<file path="src/hw/rail_fault_defs.svh">
// constants for the rail fault supervisor
`ifndef RAIL_FAULT_DEFS_SVH
`define RAIL_FAULT_DEFS_SVH
// ===========================================
// clock and timing
`define CLK_MHZ 200
`define FILT_NS 500
`define FILT_CYC ((`FILT_NS * `CLK_MHZ) / 1000)
`define XSHUT_NS 5000
`define XSHUT_CYC ((`XSHUT_NS * `CLK_MHZ) / 1000)
// ===========================================
// voltage levels, one lsb is 6.25 mV
`define TARGET_CODE0 10'h0F8
`define OFF_CODE 8'hF8
`define OV_MARGIN 12'h034
`define AOV_LEVEL 10'h128
`define DISCH_LEVEL 10'h050
`define CUR_FULL 8'hFF
// ===========================================
// reset values
`define GATE_RST 2'h0
`define SYNC_RST 3'h0
`endif

</file>
<file path="src/hw/rail_fault_pkg.sv">
// types shared by the rail fault supervisor
`default_nettype none
package rail_fault_pkg;
    typedef logic [9:0] volt_t;
    typedef logic [7:0] code_t;
    // gray along run -> wait -> shut
    typedef enum logic [1:0] {
        XS_RUN = 2'b00,
        XS_WAIT = 2'b01,
        XS_SHUT = 2'b11
    } xshut_state_t;
endpackage
`default_nettype wire

</file>
<file path="src/hw/rail_monitor.sv">
// per-rail voltage fault monitor with filters and fault latches
`timescale 1ns/10ps
`default_nettype none
`include "rail_fault_defs.svh"
module rail_monitor (
    input wire logic clk,
    input wire logic clear,
    input wire logic ce,
    input wire rail_fault_pkg::volt_t feedback,
    input wire rail_fault_pkg::volt_t droop,
    input wire rail_fault_pkg::code_t code,
    input wire rail_fault_pkg::code_t boot_code,
    output logic ov_trip,
    output logic uv_trip,
    output logic ov_flt,
    output logic uv_flt,
    output logic armed,
    output logic discharged,
    output logic code_off
);
    import rail_fault_pkg::*;

    volt_t target;
    volt_t boot_tgt;
    logic signed [11:0] fb_s;
    logic signed [11:0] ov_lim;
    logic signed [11:0] uv_lim;
    logic [2:0] cond;
    logic [2:0] hit;
    logic armed_reg, armed_next;
    logic ov_reg, ov_next, uv_reg, uv_next;
    logic dis_reg, dis_next;

    // =======================================
    // code decode and threshold compare
    always_comb begin
        code_off = (code >= `OFF_CODE); // off codes give no target
        target = code_off ? 10'h000 : `TARGET_CODE0 - {2'b00, code};
        boot_tgt = (boot_code >= `OFF_CODE) ? 10'h000 :
            `TARGET_CODE0 - {2'b00, boot_code};
        fb_s = $signed({2'b00, feedback});
        ov_lim = $signed({2'b00, target}) + $signed(`OV_MARGIN)
            - $signed({2'b00, droop});
        uv_lim = $signed({2'b00, target}) - $signed(`OV_MARGIN)
            - $signed({2'b00, droop});
        cond[0] = fb_s > ov_lim;
        cond[1] = feedback > `AOV_LEVEL;
        cond[2] = fb_s < uv_lim;
    end

    // =======================================
    // one persistence filter per comparator
    genvar i;
    generate
        for (i = 0; i < 3; i = i + 1) begin : g_filt
            logic [6:0] cnt_reg;
            logic [6:0] cnt_next;
            // count restarts whenever the condition drops out
            always_comb begin
                cnt_next = cnt_reg;
                // an off code has no target, so its limits mean nothing
                if (!armed_reg || code_off || !cond[i]) begin
                    cnt_next = 7'h00;
                end else if (cnt_reg != 7'(`FILT_CYC - 1)) begin
                    cnt_next = cnt_reg + 7'h01;
                end
            end
            assign hit[i] = armed_reg && !code_off && cond[i] &&
                (cnt_reg == 7'(`FILT_CYC - 1));
            always_ff @(posedge clk) begin
                if (clear) begin
                    cnt_reg <= 7'h00;
                end else if (ce) begin
                    cnt_reg <= cnt_next;
                end
            end
        end
    endgenerate

    // =======================================
    // arming and sticky fault bits
    always_comb begin
        // monitors wake once the rail has reached boot voltage
        armed_next = armed_reg ||
            (!code_off && feedback >= boot_tgt);
        ov_trip = (hit[0] || hit[1]) && !ov_reg;
        uv_trip = hit[2] && !uv_reg;
        ov_next = ov_reg || hit[0] || hit[1];
        uv_next = uv_reg || hit[2];
        // low side turns off below 0.5 v to avoid negative output
        dis_next = dis_reg ||
            (ov_reg && feedback < `DISCH_LEVEL);
    end

    always_ff @(posedge clk) begin
        if (clear) begin
            armed_reg <= 1'b0;
            ov_reg <= 1'b0;
            uv_reg <= 1'b0;
            dis_reg <= 1'b0;
        end else if (ce) begin
            armed_reg <= armed_next;
            ov_reg <= ov_next;
            uv_reg <= uv_next;
            dis_reg <= dis_next;
        end
    end

    assign ov_flt = ov_reg;
    assign uv_flt = uv_reg;
    assign armed = armed_reg;
    assign discharged = dis_reg;
endmodule
`default_nettype wire

</file>
<file path="src/hw/rail_fault_supervisor.sv">
// two-rail fault supervisor: protection, gate forcing and telemetry
//
// Behaviour
// - over, absolute over and under checks wait until rail reaches boot
// - over-voltage: feedback above target plus 325mV minus droop, filtered
// - over-voltage drops power good, upper gate low, lower gate high
// - during discharge lower gate turns off below about 0.5V
// - all faults latch; only supply detect or enable toggle clears
// - a rail voltage fault shuts the other rail about 5us later
// - absolute over-voltage: feedback above fixed 1.85V, filtered
// - absolute over-voltage responds like ordinary over-voltage
// - under-voltage: feedback below target minus 325mV minus droop
// - under-voltage drops power good and holds both gates low
// - over-temperature shuts both rails, all gates low, latched
// - over, absolute over and under comparators pass a fixed persistence filter
// - auxiliary rail gets identical checks from its own feedback
// - code zero is 1.55V, each step lowers target 6.25mV
// - feedback of both rails is reported as voltage telemetry
// - codes 1111_1000 and above request the rail off
// - current telemetry saturates at full scale code FFh
`timescale 1ns/10ps
`default_nettype none
`include "rail_fault_defs.svh"
module rail_fault_supervisor (
    input wire logic clk,
    input wire logic rst,
    input wire logic ce,
    input wire logic enable_pin,
    input wire logic supply_ok_pin,
    input wire logic over_temp_pin,
    input wire rail_fault_pkg::volt_t core_feedback,
    input wire rail_fault_pkg::volt_t aux_feedback,
    input wire rail_fault_pkg::volt_t core_droop,
    input wire rail_fault_pkg::volt_t aux_droop,
    input wire rail_fault_pkg::code_t core_voltage_code,
    input wire rail_fault_pkg::code_t aux_voltage_code,
    input wire rail_fault_pkg::code_t boot_code,
    input wire logic [1:0] pwm_upper,
    input wire logic [1:0] pwm_lower,
    input wire rail_fault_pkg::volt_t core_cur_sense,
    input wire rail_fault_pkg::volt_t aux_cur_sense,
    output logic [1:0] upper_gate_drive,
    output logic [1:0] lower_gate_drive,
    output logic power_good_out,
    output logic [9:0] core_volt_telem,
    output logic [9:0] aux_volt_telem,
    output logic [7:0] core_cur_telem,
    output logic [7:0] aux_cur_telem
);
    import rail_fault_pkg::*;

    // =======================================
    // pin synchronisers: enable, supply, temperature
    logic [2:0] sync1_reg, sync2_reg;
    logic en_ok;
    logic clear;
    logic hot_now;

    always_ff @(posedge clk) begin
        if (rst) begin
            sync1_reg <= `SYNC_RST;
            sync2_reg <= `SYNC_RST;
        end else if (ce) begin
            sync1_reg <= {over_temp_pin, supply_ok_pin, enable_pin};
            sync2_reg <= sync1_reg;
        end
    end

    // a low phase of enable or supply detect is the only way out
    assign en_ok = sync2_reg[0] && sync2_reg[1];
    assign clear = rst || !en_ok;
    assign hot_now = sync2_reg[2];

    // =======================================
    // rail monitors, core is index 0, aux index 1
    volt_t fb_arr [2];
    volt_t droop_arr [2];
    code_t code_arr [2];
    logic [1:0] ov_trip, uv_trip, ov_flt, uv_flt;
    logic [1:0] armed, discharged, code_off;

    assign fb_arr[0] = core_feedback;
    assign fb_arr[1] = aux_feedback;
    assign droop_arr[0] = core_droop;
    assign droop_arr[1] = aux_droop;
    assign code_arr[0] = core_voltage_code;
    assign code_arr[1] = aux_voltage_code;

    genvar r;
    generate
        for (r = 0; r < 2; r = r + 1) begin : g_rail
            // aux rail runs the same monitor on its own feedback
            rail_monitor u_mon (
                .clk(clk),
                .clear(clear),
                .ce(ce),
                .feedback(fb_arr[r]),
                .droop(droop_arr[r]),
                .code(code_arr[r]),
                .boot_code(boot_code),
                .ov_trip(ov_trip[r]),
                .uv_trip(uv_trip[r]),
                .ov_flt(ov_flt[r]),
                .uv_flt(uv_flt[r]),
                .armed(armed[r]),
                .discharged(discharged[r]),
                .code_off(code_off[r])
            );
        end
    endgenerate

    // =======================================
    // thermal latch
    logic thermal_reg, thermal_next;

    always_comb begin
        thermal_next = thermal_reg || hot_now;
    end

    always_ff @(posedge clk) begin
        if (clear) begin
            thermal_reg <= 1'b0;
        end else if (ce) begin
            thermal_reg <= thermal_next;
        end
    end

    // =======================================
    // cross-rail shutdown sequencer
    xshut_state_t xs_reg, xs_next;
    logic [9:0] xs_cnt_reg, xs_cnt_next;
    logic [1:0] first_reg, first_next;
    logic [1:0] vfault;

    assign vfault = ov_trip | uv_trip | ov_flt | uv_flt;

    // the rail that faulted first keeps its own response
    always_comb begin
        xs_next = xs_reg;
        xs_cnt_next = xs_cnt_reg;
        first_next = first_reg;
        case (xs_reg)
            XS_RUN: begin
                if (|vfault) begin
                    xs_next = XS_WAIT;
                    xs_cnt_next = 10'h000;
                    first_next = vfault;
                end
            end
            XS_WAIT: begin
                if (xs_cnt_reg == 10'(`XSHUT_CYC - 1)) begin
                    xs_next = XS_SHUT;
                end else begin
                    xs_cnt_next = xs_cnt_reg + 10'h001;
                end
            end
            XS_SHUT: begin
                xs_next = XS_SHUT;
            end
            default: begin
                xs_next = XS_RUN;
            end
        endcase
    end

    always_ff @(posedge clk) begin
        if (clear) begin
            xs_reg <= XS_RUN;
            xs_cnt_reg <= 10'h000;
            first_reg <= 2'h0;
        end else if (ce) begin
            xs_reg <= xs_next;
            xs_cnt_reg <= xs_cnt_next;
            first_reg <= first_next;
        end
    end

    // =======================================
    // gate forcing and power good
    logic [1:0] up_next, lo_next;
    logic [1:0] up_reg, lo_reg;
    logic pg_reg, pg_next;
    logic all_off;

    // trips feed forward so outputs move on the same edge as the latch
    always_comb begin
        all_off = !en_ok || thermal_reg || hot_now;
        for (int k = 0; k < 2; k++) begin
            if (all_off) begin
                up_next[k] = 1'b0;
                lo_next[k] = 1'b0;
            end else if (ov_trip[k] || ov_flt[k]) begin
                up_next[k] = 1'b0;
                lo_next[k] = !discharged[k];
            end else if (uv_trip[k] || uv_flt[k] || code_off[k] ||
                (xs_reg == XS_SHUT && !first_reg[k])) begin
                up_next[k] = 1'b0;
                lo_next[k] = 1'b0;
            end else begin
                up_next[k] = pwm_upper[k];
                lo_next[k] = pwm_lower[k];
            end
        end
        // limitation: a rail parked off keeps power good low
        pg_next = !all_off && !(|vfault) && !(|code_off) &&
            (&armed);
    end

    always_ff @(posedge clk) begin
        if (rst) begin
            up_reg <= `GATE_RST;
            lo_reg <= `GATE_RST;
            pg_reg <= 1'b0;
        end else if (ce) begin
            up_reg <= up_next;
            lo_reg <= lo_next;
            pg_reg <= pg_next;
        end
    end

    assign upper_gate_drive = up_reg;
    assign lower_gate_drive = lo_reg;
    assign power_good_out = pg_reg;

    // =======================================
    // voltage and current telemetry
    logic [9:0] cvt_reg, avt_reg;
    logic [7:0] cct_reg, act_reg, cct_next, act_next;

    // converter range ends at full scale, never wraps
    always_comb begin
        cct_next = (core_cur_sense > 10'h0FF) ? `CUR_FULL :
            core_cur_sense[7:0];
        act_next = (aux_cur_sense > 10'h0FF) ? `CUR_FULL :
            aux_cur_sense[7:0];
    end

    always_ff @(posedge clk) begin
        if (rst) begin
            cvt_reg <= 10'h000;
            avt_reg <= 10'h000;
            cct_reg <= 8'h00;
            act_reg <= 8'h00;
        end else if (ce) begin
            cvt_reg <= core_feedback;
            avt_reg <= aux_feedback;
            cct_reg <= cct_next;
            act_reg <= act_next;
        end
    end

    assign core_volt_telem = cvt_reg;
    assign aux_volt_telem = avt_reg;
    assign core_cur_telem = cct_reg;
    assign aux_cur_telem = act_reg;
endmodule
`default_nettype wire

</file>
<file path="config.mk">
export PLATFORM = sky130hd
export DESIGN_NAME = rail_fault_supervisor
export DESIGN_NICKNAME = d
export VERILOG_FILES = /design/src/hw/rail_fault_pkg.sv /design/src/hw/rail_monitor.sv /design/src/hw/rail_fault_supervisor.sv
export VERILOG_INCLUDE_DIRS = /design/src /design/src/hw
export SDC_FILE = /design/constraint.sdc
export NUM_CORES = 1
export LEC_CHECK = 0
export CAP_MARGIN = 5
export CORE_AREA = 3 3 144 146
export CTS_CLUSTER_SIZE = 25
export DETAILED_ROUTE_END_ITERATION = 8
export DIE_AREA = 0 0 147 149
export DONT_BUFFER_PORTS = 1
export HOLD_SLACK_MARGIN = 0.06
export PLACE_DENSITY_LB_ADDON = 0.15
export SLEW_MARGIN = 20
export SYNTH_ARGS = -nofsm -noshare
export SYNTH_HDL_FRONTEND = slang
export SYNTH_SLANG_ARGS = --single-unit
export TNS_END_PERCENT = 20
</file>
<file path="constraint.sdc">
create_clock -name clk -period 8.3 [get_ports clk]
set_input_delay 0.83 -clock clk [delete_from_list [all_inputs] [get_ports clk]]
set_output_delay 0.83 -clock clk [all_outputs]
set_load 0.01 [all_outputs]
</file>
# Word level (Yosys, flattened, before mapping)
# Cells that the tools add are included.
# op_classes
add_sub_neg	18
eq_ne	18
n_lt_le_gt_ge	15
mux	35
reduce_logical	102
bitwise	3
# op_table
cell	count
7-bit two-way mux	12
10-bit two-way mux	5
12-bit by 11-bit subtractor with 12-bit output	4
7-bit by 1-bit adder with 7-bit output, second input constant	6
7-bit == test, second input constant	6
7-bit != test, second input constant	6
1-bit logical OR	32
1-bit logical AND	28
8-bit by 8-bit subtractor with 9-bit output, first input constant	3
8-bit >= comparator, second input constant	3
11-bit by 12-bit > comparator with 1-bit output	2
11-bit by 12-bit less-than comparator with 1-bit output	2
10-bit by 6-bit adder with 11-bit output, second input constant	2
1-bit logical NOT	22
10-bit by 6-bit subtractor with 11-bit output, second input constant	2
10-bit >= comparator	2
10-bit by 8-bit > comparator with 1-bit output, second input constant	2
10-bit by 9-bit > comparator with 1-bit output, second input constant	2
10-bit by 7-bit less-than comparator with 1-bit output, second input constant	2
10-bit case mux with 2 select lines	1
8-bit two-way mux	2
2-bit AND reduction	7
2-bit nonzero test	7
1-bit two-way mux	12
12 further kinds	19
# totals
reg_bits	112
elab_cells	218
in_bits	94
output_inout_bits	41

# Logic depth before layout (Yosys ltp)
# Gate-level depths: netlist (run 1).
# logic_depth
word_depth	17
ltp_mapped	28
mapped_depth_nobuf	27

# Modules after synthesis
# A second synthesis (run 1) with hierarchy kept.
# unflattened
cells_unflattened	1194
hier_area_um2	9435.3
# by_module_without_submodules
mod	seq_area_each_um2	area_each_um2	n_inst	cells_per_inst
rail_monitor (g_rail[0].u_mon)	500.5	3520.9	1	468
rail_monitor (g_rail[1].u_mon)	500.5	3321.9	1	436
rail_fault_supervisor	1241.2	2592.5	1	290

# Worst setup path before layout (run 1)
# No wires, ideal clock.
# synth_path
path_kind	input to register
from	in aux_voltage_code[0]
to	reg first_reg[1]
path_buffers	0
cell_stages	23
required_ns	8.230
setup_time_ns	0.070
t_arrival_ns	5.983
path_slack_ns	2.247
cell_sequence	inv_1 > ha_1 > or4_4 > nor3b_1 > or3_1 > inv_1 > ha_1 > nand3b_1 > xor2_1 > ha_1 > a2111o_1 > o21ai_0 > xor2_1 > ha_1 > nand4_1 > a211oi_1 > nor3_1 > or4_1 > o32a_2 > o31ai_1 > nor2_1 > or2_2 > a21oi_1
# synth_via
elab_chain_cells	14
elab_cells_between_ends	25
# synth_lines
item	line_no	text
start, declared	rail_fault_supervisor.sv:36	input wire rail_fault_pkg::code_t aux_voltage_code,
8-bit by 8-bit subtractor with 9-bit output (no source line) or 8-bit >= comparator (tied branches)	--	
10-bit two-way mux	rail_monitor.sv:38	target = code_off ? 10'h000 : `TARGET_CODE0 - {2'b00, code};
10-bit by 6-bit adder with 11-bit output	rail_monitor.sv:42	ov_lim = $signed({2'b00, target}) + $signed(`OV_MARGIN)
12-bit by 11-bit subtractor with 12-bit output	rail_monitor.sv:42	
11-bit by 12-bit > comparator with 1-bit output	rail_monitor.sv:46	cond[0] = fb_s > ov_lim;
1-bit logical AND (2 in a row)	rail_monitor.sv:68	assign hit[i] = armed_reg && !code_off && cond[i] &&
1-bit logical OR	rail_monitor.sv:86	ov_trip = (hit[0] || hit[1]) && !ov_reg;
1-bit logical AND	rail_monitor.sv:86	
2-bit bitwise OR * (3 in a row)	rail_fault_supervisor.sv:135	assign vfault = ov_trip | uv_trip | ov_flt | uv_flt;
2-bit OR reduction	rail_fault_supervisor.sv:144	if (|vfault) begin
3-bit AND reduction (no source line)	--	
end signal, assigned	rail_fault_supervisor.sv:174	first_reg <= first_next;
end, declared	rail_fault_supervisor.sv:132	logic [1:0] first_reg, first_next;
# Mark *: on every way between the ends. The rest lies on a longest branch, timed or not.
# A chain may end at the register's enable or synchronous reset.

# Worst setup path after layout (run 1)
# layout_path
from	in aux_voltage_code[0]
to	reg xs_cnt_reg[6]
# layout_via
elab_chain_cells	15
elab_cells_between_ends	26
# layout_lines
item	line_no	text
8-bit by 8-bit subtractor with 9-bit output (no source line) or 8-bit >= comparator (tied branches)	--	
10-bit two-way mux	rail_monitor.sv:38	
10-bit by 6-bit adder with 11-bit output	rail_monitor.sv:42	
12-bit by 11-bit subtractor with 12-bit output	rail_monitor.sv:42	
11-bit by 12-bit > comparator with 1-bit output	rail_monitor.sv:46	
1-bit logical AND (2 in a row)	rail_monitor.sv:68	
1-bit logical OR	rail_monitor.sv:86	
1-bit logical AND	rail_monitor.sv:86	
2-bit bitwise OR * (3 in a row)	rail_fault_supervisor.sv:135	
2-bit OR reduction *	rail_fault_supervisor.sv:144	
2-bit != test (no source line) *	--	
4-bit AND reduction (no source line) *	--	
end signal, assigned	rail_fault_supervisor.sv:173	xs_cnt_reg <= xs_cnt_next;
end, declared	rail_fault_supervisor.sv:131	logic [9:0] xs_cnt_reg, xs_cnt_next;
# Marked as above.

==> reports/qor.yml, run 1 <==
critical_path:
  worstPathRequired_ps: 8540
  cp_data_arrival_time_ps: 6750
  ff2ff_path_depth: 7
  setup.worst_path.class: "primary input to register"
  worstReg2RegEnd: "xs_cnt_reg[6]"
  r2r_slack_ps: 5670
  crit_path_end_kind: "register"
  reg2reg_from: "g_rail[1].u_mon.armed"
  worstPathMaxFanout: 12
  cp-start-kind: "primary input"
cts:
  postCtsSetupBuffers: 0
  clkSlewWorstSetupHoldPaths_ps: 80
  cts_buffers: 9
  cts_htree_levels: 3
  cts-root-buf: "clkbuf_16"
  clkLatencyLatePin_ps: 370
  clock_path_buffers: 2
  cts_tree: "done"
  holdBufCountCts: 0
  cts_resized: 0
  clock_sinks: 112
timing:
  max_slew_margin_pct: 48.5
  finalHoldViolCount: 0
  drv_slew: 0
  setup_violations: 0
  rsz0062_at_grt: "false"
  worstMarginPinSlew_ps: 767
  finalCriticalPeriod_ps: 6510
  fin_tns_setup_ps: 0
  post-route-period-util_pct: 78.5
  finClkSkew_ps: 11.6
  max_freq_ghz: 0.154
hold_path:
  hp-class: "register to register"
  hp-start: "thermal_reg"
  hold_path_depth: 2
  whs_endpoint: "thermal_reg"
cells_and_area:
  largest_reg_flops: 42
  final_cell_mix: "nor2_1 (166), dfxtp_1 (112), ha_1 (104), nand2_1 (78), o21ai_0 (61)"
  num_antenna_cells: 0
  final_area_um2: 9280
  nets: 1283
  layout_commonest_cell: "nor2_1"
  area_growth_pct: 5.67
  drive_gt1_share_pct: 4.78
routing:
  wl_mm: 21.6
  drt-initial-drc-count: 259
  drtAntennaViolNets: 0
  vias_per_cell: 5.57
  drc: 0
  drt_first_pass_iters: 4
  via_count: 7530
  routedWlPerCell_um: 16.0
synth:
  mappedNetlistNets: 1302
  synthCells: 1102
  synth_async_sr_flop_share_pct: 0
  ys_types: 79
  synth_top_flop_cell: "dfxtp_1"
  ys_seq_area_share_pct: 25.5
  yosysWarningCount: 0
  syn_avg_cell_area_um2: 7.97
  syn_area_um2: 8780
  ys_seq_elements: 112
  synth_edf_count: 0
floorplanning:
  rows: 51
  core_um2: 19500
  dieArea_um2: 21900
  fp.dieW_um: 147
  ios: 135
  start_util_pct: 45.0
  die_h_um: 149
place:
  hpwlAfterDp_mm: 17.0
  port_buffers: 0
  postPlaceCellArea_um2: 8950
  gp_congestion: 0.851
power:
  ir_worst_vdd_mv: 0.0893
  p_int_mw: 1.03
  p_comb_share_pct: 33.6
  switching_share_pct: 34.3
  seqPwrFrac_pct: 35.9
  power_density_nw_per_um2: 169
  leakage_nw: 3.86
  p_clk_share_pct: 30.5
  power_switching_mw: 0.539
global_routing:
  grtUsageTotal_pct: 19.6
  grt_max_degree: 105
  gr-total-overflow: 0
  antenna_found_initial: 0
  grt_pass1_wl_mm: 35.5
  grt_pass1_vias: 7192
job:
  maxCapViolCount: 0
status:
  status: "finished clean"
==> final cells by class <==
cell class                 instances  area, um2
sequential                       112       2240
timing repair buffer               1       7.51
clock inverter                     7        103
inverter                          60        225
tap                              265        332
multi-input combinational        899       6150
clock buffer                       9        225
fill                            2032      10200
==> worst max-delay path: stages <==
cell	delay, ps
inv_1	30
ha_1	360
or4_4	220
nor3b_1	530
or3_1	240
inv_1	50
ha_1	190
nand3b_1	190
xor2_1	190
ha_1	360
a2111o_1	370
o21ai_0	320
xor2_1	120
ha_1	330
nand4_1	150
a211oi_1	250
nor3_1	90
or4_1	500
o32a_2	240
o31ai_1	550
nor4_2	150
o21ai_2	370
a21oi_1	70
==> power groups by stage <==
stage | Clock, mW | Sequential [mW] | Combinational (mW)
after floorplan | 0 | 0.574 | 0.436
after global placement | 0 | 0.578 | 0.518
after detailed placement | 0 | 0.577 | 0.523
after CTS | 0.492 | 0.565 | 0.529
after global routing | 0.513 | 0.566 | 0.603
final | 0.479 | 0.564 | 0.529
==> cell usage after synthesis, drive strengths merged (8+ instances only) <==
cell / instances / area share, %
a31oi: 9 / 0.64
nand2: 79 / 3.5
or4: 8 / 0.77
nor2b: 11 / 0.78
nand4: 30 / 2.3
xor2: 38 / 3.8
nand3: 25 / 1.4
dfxtp: 112 / 26
xnor2: 39 / 3.9
or3: 16 / 1.2
mux2i: 32 / 3.6
o31ai: 9 / 0.77
ha: 104 / 15
nor3: 22 / 1.4
a21oi: 56 / 3.2
o21a: 12 / 1.0
o21ai: 65 / 3.7
a22oi: 12 / 1.0
a211oi: 28 / 2.4
buf: 10 / 0.68
clkbuf: 20 / 0.87
nor2: 167 / 7.2
a21o: 21 / 1.8
nand2b: 25 / 1.8
and3: 11 / 0.80
inv: 60 / 2.6
==> metrics by stage <==
step                      setup slack [ps]  hold WS (ps)  cells  utilization, %  total power [mW]
after floorplan                       2250           425   1102               -              1.01
after global placement                1470           445   1337            45.9              1.10
after detailed placement              1340           456   1337            45.9              1.10
after CTS                             1710           475   1353            47.5              1.59
after global routing                  1150           495   1353            47.5              1.68
final                                 1790           472   1353            47.5              1.57
==> cells by family (layout without fill, tap and decap cells) <==
kind of cell | count (synthesis) | in the layout | share of synthesized area [%]
muxes | 33 | 33 | 3.77
xor gates and xnor gates | 77 | 77 | 7.68
and+or+nand+nor | 430 | 430 | 24.4
DFF | 112 | 112 | 25.5
adders and majority gates | 106 | 106 | 15.3
AOI/OAI and AO/OA | 253 | 253 | 18.9
buffers and inverters | 91 | 77 | 4.49
==> metal layers <==
layer | vias up | GRT usage [%] | part of all wire [%]
met3 | 19 | 3.01 | 3.5
met5 | - | 0 | 0
met1 | 3494 | 25.3 | 47
met2 | 112 | 33.8 | 47
li1 | 3905 | - | -
met4 | 0 | 5.82 | 1.8
==> worst max path at each step <==
| stage | from | endpoint | cells past startpoint |
|---|---|---|---|
| floorplan | aux_voltage_code[0] | first_reg[1] | 23 |
| finish | aux_voltage_code[0] | xs_cnt_reg[6] | 23 |
| global placement | aux_voltage_code[0] | xs_cnt_reg[7] | 23 |
| CTS | aux_voltage_code[0] | xs_cnt_reg[6] | 23 |
| detailed placement | aux_voltage_code[0] | xs_cnt_reg[6] | 23 |
| global route | aux_voltage_code[1] | xs_cnt_reg[6] | 23 |
(Power assumes the default switching activity.)
==> run 2, diff against run 1 <==
clock period = 5.5 ns   (was 8.3 ns; I/O delays follow)
==> run 2 against run 1 <==
Compared with the run above:
- final area grew 9.2%
- non-clock buffer count is 92 higher
- highest routed layer unchanged
- clock power up 39%
- largest power group is now combinational logic
- worst setup slack got worse by 1800 ps
==> reports/qor.yml, run 2 (synthesis results as in run 1) <==
cts:
  clkSlewWorstSetupHoldPaths_ps: 80  # about the same
  clkLatencyLatePin_ps: 360  # about the same
  cts_htree_levels: 3  # unchanged
  holdBufCountCts: 0  # unchanged
  cts_buffers: 9  # unchanged
  cts_tree: "done"
  clock_sinks: 112  # unchanged
  clock_path_buffers: 2  # unchanged
  cts-root-buf: "clkbuf_16"
global_routing:
  grt_pass1_vias: 7473  # +3.9%
  antenna_found_initial: 0  # unchanged
  grt_pass1_wl_mm: 36.9  # +3.9%
  grt_max_degree: 105  # unchanged
  gr-total-overflow: 0  # unchanged
  grtUsageTotal_pct: 20.2  # +0.67 points
critical_path:
  setup.worst_path.class: "primary input to register"
  reg2reg_from: "g_rail[1].u_mon.armed"
  worstPathRequired_ps: 5800  # -2740 ps
  cp_slowest_stage_delay_ps: 520  # -30 ps
  cp-start-kind: "primary input"
  cp_data_arrival_time_ps: 5790  # -960 ps
  crit_path_end_kind: "register"
  critical-path-slowest-cell: "or4_1"
  r2r_slack_ps: 3000  # -2670 ps
  ff2ff_path_depth: 8  # +1
  worstPathMaxFanout: 7  # -5
  critical-path-top-delay-family: "simple AND/OR/NAND/NOR gates"
  worstReg2RegEnd: "xs_cnt_reg[9]"
  cp_num_buf_inv: 3  # +1
  path_cells: "inv_8 > ha_4 > or4_4 > nor3b_4 > or3_4 > inv_2 > ha_4 > nand3b_1 > xor2_1 > ha_1 > a2111o_1 > o21ai_2 > xor2_1 > ha_1 > nand4_1 > a211oi_2 > nor3_2 > or4_1 > o32a_4 > nor3_4 > nor4_4 > buf_4 > or4_4 > a21oi_2"
hold_path:
  hp-start: "rst"
  hold_path_depth: 1  # -1
  whs_endpoint: "aux_cur_telem[2]"
  hp-class: "primary input to register"
routing:
  vias_per_cell: 5.48  # -1.5%
  via_count: 7923  # +5.2%
  drc: 0  # unchanged
  routedWlPerCell_um: 15.8  # -1.1%
  wl_mm: 22.8  # +5.6%
  drt-initial-drc-count: 447  # +73%
  drtAntennaViolNets: 0  # unchanged
  drt_first_pass_iters: 5  # +1
cells_and_area:
  instances_no_fill: 1445  # +6.8%
  fillers: 1925  # -5.3%
  final_area_um2: 10100  # +9.2%
  regArea_um2: 2240  # unchanged
  layout_commonest_cell: "nor2_1"
  drive_gt1_share_pct: 14.6  # +9.8 points
  nets: 1375  # +7.2%
  largest_reg_flops: 42  # unchanged
  area_growth_pct: 15.4
  multi_input_area_um2: 6330  # +2.9%
  num_antenna_cells: 0  # unchanged
  final_cell_mix: "nor2_1 (164), dfxtp_1 (112), ha_1 (102), buf_4 (92), nand2_1 (78)"
timing:
  holdWs_ps: 249  # -222 ps
  max_freq_ghz: 0.182
  worstMarginPinSlew_ps: 666  # -101 ps
  finalHoldViolCount: 0  # unchanged
  drv_slew: 0  # unchanged
  setup_violations: 0  # unchanged
  finalCriticalPeriod_ps: 5490
  post-route-period-util_pct: 99.8
  max_slew_margin_pct: 55.5  # +7.0 points
  finClkSkew_ps: 13.4  # +1.79 ps
  rsz0062_at_grt: "true"
floorplanning:
  dieArea_um2: 21900  # unchanged
  die_h_um: 149  # unchanged
  core_um2: 19500  # unchanged
  start_util_pct: 45.0  # unchanged
  rows: 51  # unchanged
  ios: 135  # unchanged
  fp.dieW_um: 147  # unchanged
power:
  power_mw: 2.49  # +58%
  ir_worst_vdd_mv: 0.161  # +81%
  power_density_nw_per_um2: 246  # +45%
  leakage_nw: 4.33  # +12%
place:
  gp_congestion: 0.893  # +5.0%
  hpwlAfterDp_mm: 17.7  # +4.6%
  port_buffers: 0  # unchanged
  dp.cells: 1424  # +6.5%
  postPlaceCellArea_um2: 9650  # +7.8%
status:
  status: "finished clean"
job:
  maxCapViolCount: 0  # unchanged
==> run 2: layout make-up <==
cell class,instances,area share [%]
well taps,265,3.27
multi-input cells,899,62.4
clock inverters,5,0.457
inverters,60,2.34
clock buffers,11,2.49
repair buffers,93,6.92
flip-flops and latches,112,22.1
==> run 2: through the flow <==
step	utilization (%)	setup slack [ps]	setup TNS, ps
2_1_floorplan	-	0.847	0
3_3_place_gp	49.4	-345	-3150
3_5_place_dp	49.4	-336	-3560
4_1_cts	50.9	16.4	0
5_1_grt	51.9	-222	-1840
6_report	51.9	8.66	0
==> run 2: report_power, final <==
| group | total [mW] | leakage [nW] | internal [mW] | switching [mW] |
|---|---|---|---|---|
| clock | 0.664 | 0.142 | 0.341 | 0.323 |
| combinational | 0.974 | 3.28 | 0.486 | 0.488 |
| sequential | 0.853 | 0.912 | 0.830 | 0.0225 |
| total | 2.49 | 4.33 | 1.66 | 0.834 |
==> run 2: how the worst max path moves through the flow <==
stage	startpoint	cells past startpoint	end
after global placement	aux_voltage_code[0]	30	xs_cnt_reg[7]
after detailed placement	aux_voltage_code[0]	30	xs_cnt_reg[7]
after global routing	aux_voltage_code[0]	30	xs_cnt_reg[9]
after floorplan	aux_voltage_code[0]	23	xs_cnt_reg[7]
final	aux_voltage_code[0]	24	xs_cnt_reg[9]
after CTS	aux_voltage_code[0]	30	xs_cnt_reg[3]
==> run 2: per-layer routing <==
metal	vias up	GRT usage [%]	part of all wire (%)	wire length [um]
li1	4082	-	-	-
met2	162	31.5	44	10000
met4	0	4.47	1.4	317
met3	22	5.38	5.4	1230
met5	-	0	0	0
met1	3657	28.3	49	11300
==> run 2: worst register-to-register path, cell delays in order (launching register included) <==
cell	delay, ps
dfxtp_1	440
nand2_4	100
or4_1	540
o32a_4	230
nor3_4	230
nor4_4	90
buf_4	170
or4_4	510
a21oi_2	120
==> run 2: timing repair <==
action,CTS,global route
gates resized for setup,0,37
setup endpoints to repair,0,21
buffers inserted,0,4
==> run 3, diff against run 2 <==
clock period = 6.1 ns   (was 5.5 ns; I/O delays follow)
==> run 3 against run 2 <==
Compared with the run above:
- via count fell by 4.1%
- die area did not move
- cell count fell by 5.2%
- critical path depth did not move
- worst setup slack improved by 480 ps
- final area fell by 7.3%
- count of clock-buffer cells in the layout fell by 2
- highest routed layer unchanged
==> reports/qor.yml, run 3 (synthesis results as in run 1) <==
cells_and_area:
  fillers: 1953  # +1.5%
  nets: 1300  # -5.5%
  area_growth_pct: 6.97
  drive_gt1_share_pct: 6.52  # -8.1 points
  num_antenna_cells: 0  # unchanged
  regArea_um2: 2240  # unchanged
  final_core_util_pct: 48.1  # -3.8 points
  final_cell_mix: "nor2_1 (166), dfxtp_1 (112), ha_1 (104), nand2_1 (78)"
  multi_input_area_um2: 6160  # -2.6%
  largest_reg_flops: 42  # unchanged
  layout_commonest_cell: "nor2_1"
  instances_no_fill: 1370  # -5.2%
timing:
  worst_slack_ps: 492  # +483 ps
  rsz0062_at_grt: "false"
  holdWs_ps: 302  # +52.2 ps
  post-route-period-util_pct: 91.9
  setup_violations: 0  # unchanged
  finClkSkew_ps: 9.64  # -3.78 ps
  worstMarginPinSlew_ps: 616  # -49.4 ps
  finalHoldViolCount: 0  # unchanged
  finalCriticalPeriod_ps: 5610
  max_freq_ghz: 0.178
  max_slew_margin_pct: 58.6  # +3.1 points
  drv_slew: 0  # unchanged
routing:
  routedWlPerCell_um: 15.9  # +0.51%
  vias_per_cell: 5.54  # +1.1%
  drt-initial-drc-count: 331  # -26%
  via_count: 7595  # -4.1%
  drt_first_pass_iters: 5  # unchanged
  drtAntennaViolNets: 0  # unchanged
  drc: 0  # unchanged
  wl_mm: 21.7  # -4.7%
critical_path:
  cp-start-kind: "primary input"
  worstPathRequired_ps: 6400  # +600 ps
  ff2ff_path_depth: 8  # unchanged
  r2r_slack_ps: 3550  # +550 ps
  worstPathMaxFanout: 18  # +11
  setup.worst_path.class: "primary input to register"
  crit_path_end_kind: "register"
  worstReg2RegEnd: "xs_cnt_reg[7]"
  reg2reg_from: "g_rail[1].u_mon.armed"
  cp_data_arrival_time_ps: 5910  # +120 ps
cts:
  clkSlewWorstSetupHoldPaths_ps: 80  # about the same
  clock_path_buffers: 2  # unchanged
  holdBufCountCts: 0  # unchanged
  cts-root-buf: "clkbuf_16"
  postCtsSetupBuffers: 0  # unchanged
  cts_htree_levels: 3  # unchanged
  clkLatencyLatePin_ps: 370  # about the same
  clock_sinks: 112  # unchanged
  cts_buffers: 9  # unchanged
  cts_tree: "done"
global_routing:
  grt_max_degree: 105  # unchanged
  grt_pass1_vias: 7245  # -3.1%
  grtUsageTotal_pct: 19.9  # -0.33 points
  grt_pass1_wl_mm: 36.0  # -2.4%
  antenna_found_initial: 0  # unchanged
  gr-total-overflow: 0  # unchanged
power:
  power_density_nw_per_um2: 223  # -9.2%
  p_int_mw: 1.37  # -17%
  p_comb_share_pct: 35.0  # -4.1 points
  p_clk_share_pct: 28.4  # +1.7 points
  seqPwrFrac_pct: 36.7  # +2.5 points
  switching_share_pct: 34.5  # +1.0 points
  power_switching_mw: 0.722  # -13%
  ir_worst_vdd_mv: 0.144  # -10%
  power_mw: 2.09  # -16%
  leakage_nw: 3.93  # -9.3%
floorplanning:
  rows: 51  # unchanged
  die_h_um: 149  # unchanged
  ios: 135  # unchanged
  core_um2: 19500  # unchanged
  dieArea_um2: 21900  # unchanged
  fp.dieW_um: 147  # unchanged
  start_util_pct: 45.0  # unchanged
hold_path:
  hp-start: "rst"
  hp-class: "primary input to register"
  hold_path_depth: 1  # unchanged
  whs_endpoint: "core_cur_telem[4]"
job:
  maxCapViolCount: 0  # unchanged
place:
  port_buffers: 0  # unchanged
  dp_slack_ps: -108  # +228 ps
  hpwlAfterDp_mm: 17.0  # -3.9%
  dp.cells: 1354  # -4.9%
  gp_congestion: 0.842  # -5.8%
status:
  status: "finished clean"
run 3: how the worst max path moves through the flow:
stage / startpoint / to
2_1_floorplan: aux_voltage_code[0] / first_reg[1]
5_1_grt: aux_voltage_code[0] / xs_cnt_reg[2]
4_1_cts: aux_voltage_code[0] / xs_cnt_reg[9]
6_report: aux_voltage_code[0] / xs_cnt_reg[7]
3_3_place_gp: aux_voltage_code[0] / xs_cnt_reg[7]
3_5_place_dp: aux_voltage_code[0] / xs_cnt_reg[9]
run 3: layout make-up:
cell class	instances	area share, %
sequential	112	23.9
clock buffer	9	2.40
inverter	60	2.40
tap	265	3.53
multi-input combinational	899	65.6
clock inverter	7	0.772
timing repair buffer	18	1.44
run 3: worst max-delay path, cell delays in order:
cell      delay [ps]
inv_1             20
ha_1             200
or4_4            410
nor3b_1          160
or3_1            330
inv_1             70
ha_1             160
nand3b_1         140
xor2_1           180
ha_1             310
a2111o_1         400
o21ai_2          190
xor2_1           100
ha_1             320
nand4_1          150
a211oi_1         240
nor3_1            70
or4_1            500
o32a_2           240
nor3_4           190
nor4_4            70
buf_4            210
or4_1            500
a21oi_1          140
run 3: through the flow:
step | area, um2 | setup TNS (ps)
2_1_floorplan | 8780 | 0
3_3_place_gp | 9080 | -137
3_5_place_dp | 9080 | -600
4_1_cts | 9380 | 0
5_1_grt | 9400 | 0
6_report | 9400 | 0
run 3: timing repair:
action / in CTS / in global routing
resized for setup: 0 / 6
endpoints found under the setup margin: 0 / 9
endpoints found under the hold margin: 0 / 0
run 3: per-layer routing:
metal	share of wire, %	track usage, %	vias to the layer above
met4	1.7	6.10	0
met3	3.7	3.04	19
met5	0	0	-
met1	47	25.9	3498
met2	48	34.2	131
li1	-	-	3947
run 3: power by group through the flow:
stage | clock, mW | combinational (mW) | sequential, mW
floorplan | 0 | 0.593 | 0.781
global placement | 0 | 0.717 | 0.786
CTS | 0.613 | 0.727 | 0.769
detailed placement | 0 | 0.721 | 0.786
finish | 0.594 | 0.732 | 0.768
global route | 0.641 | 0.844 | 0.770
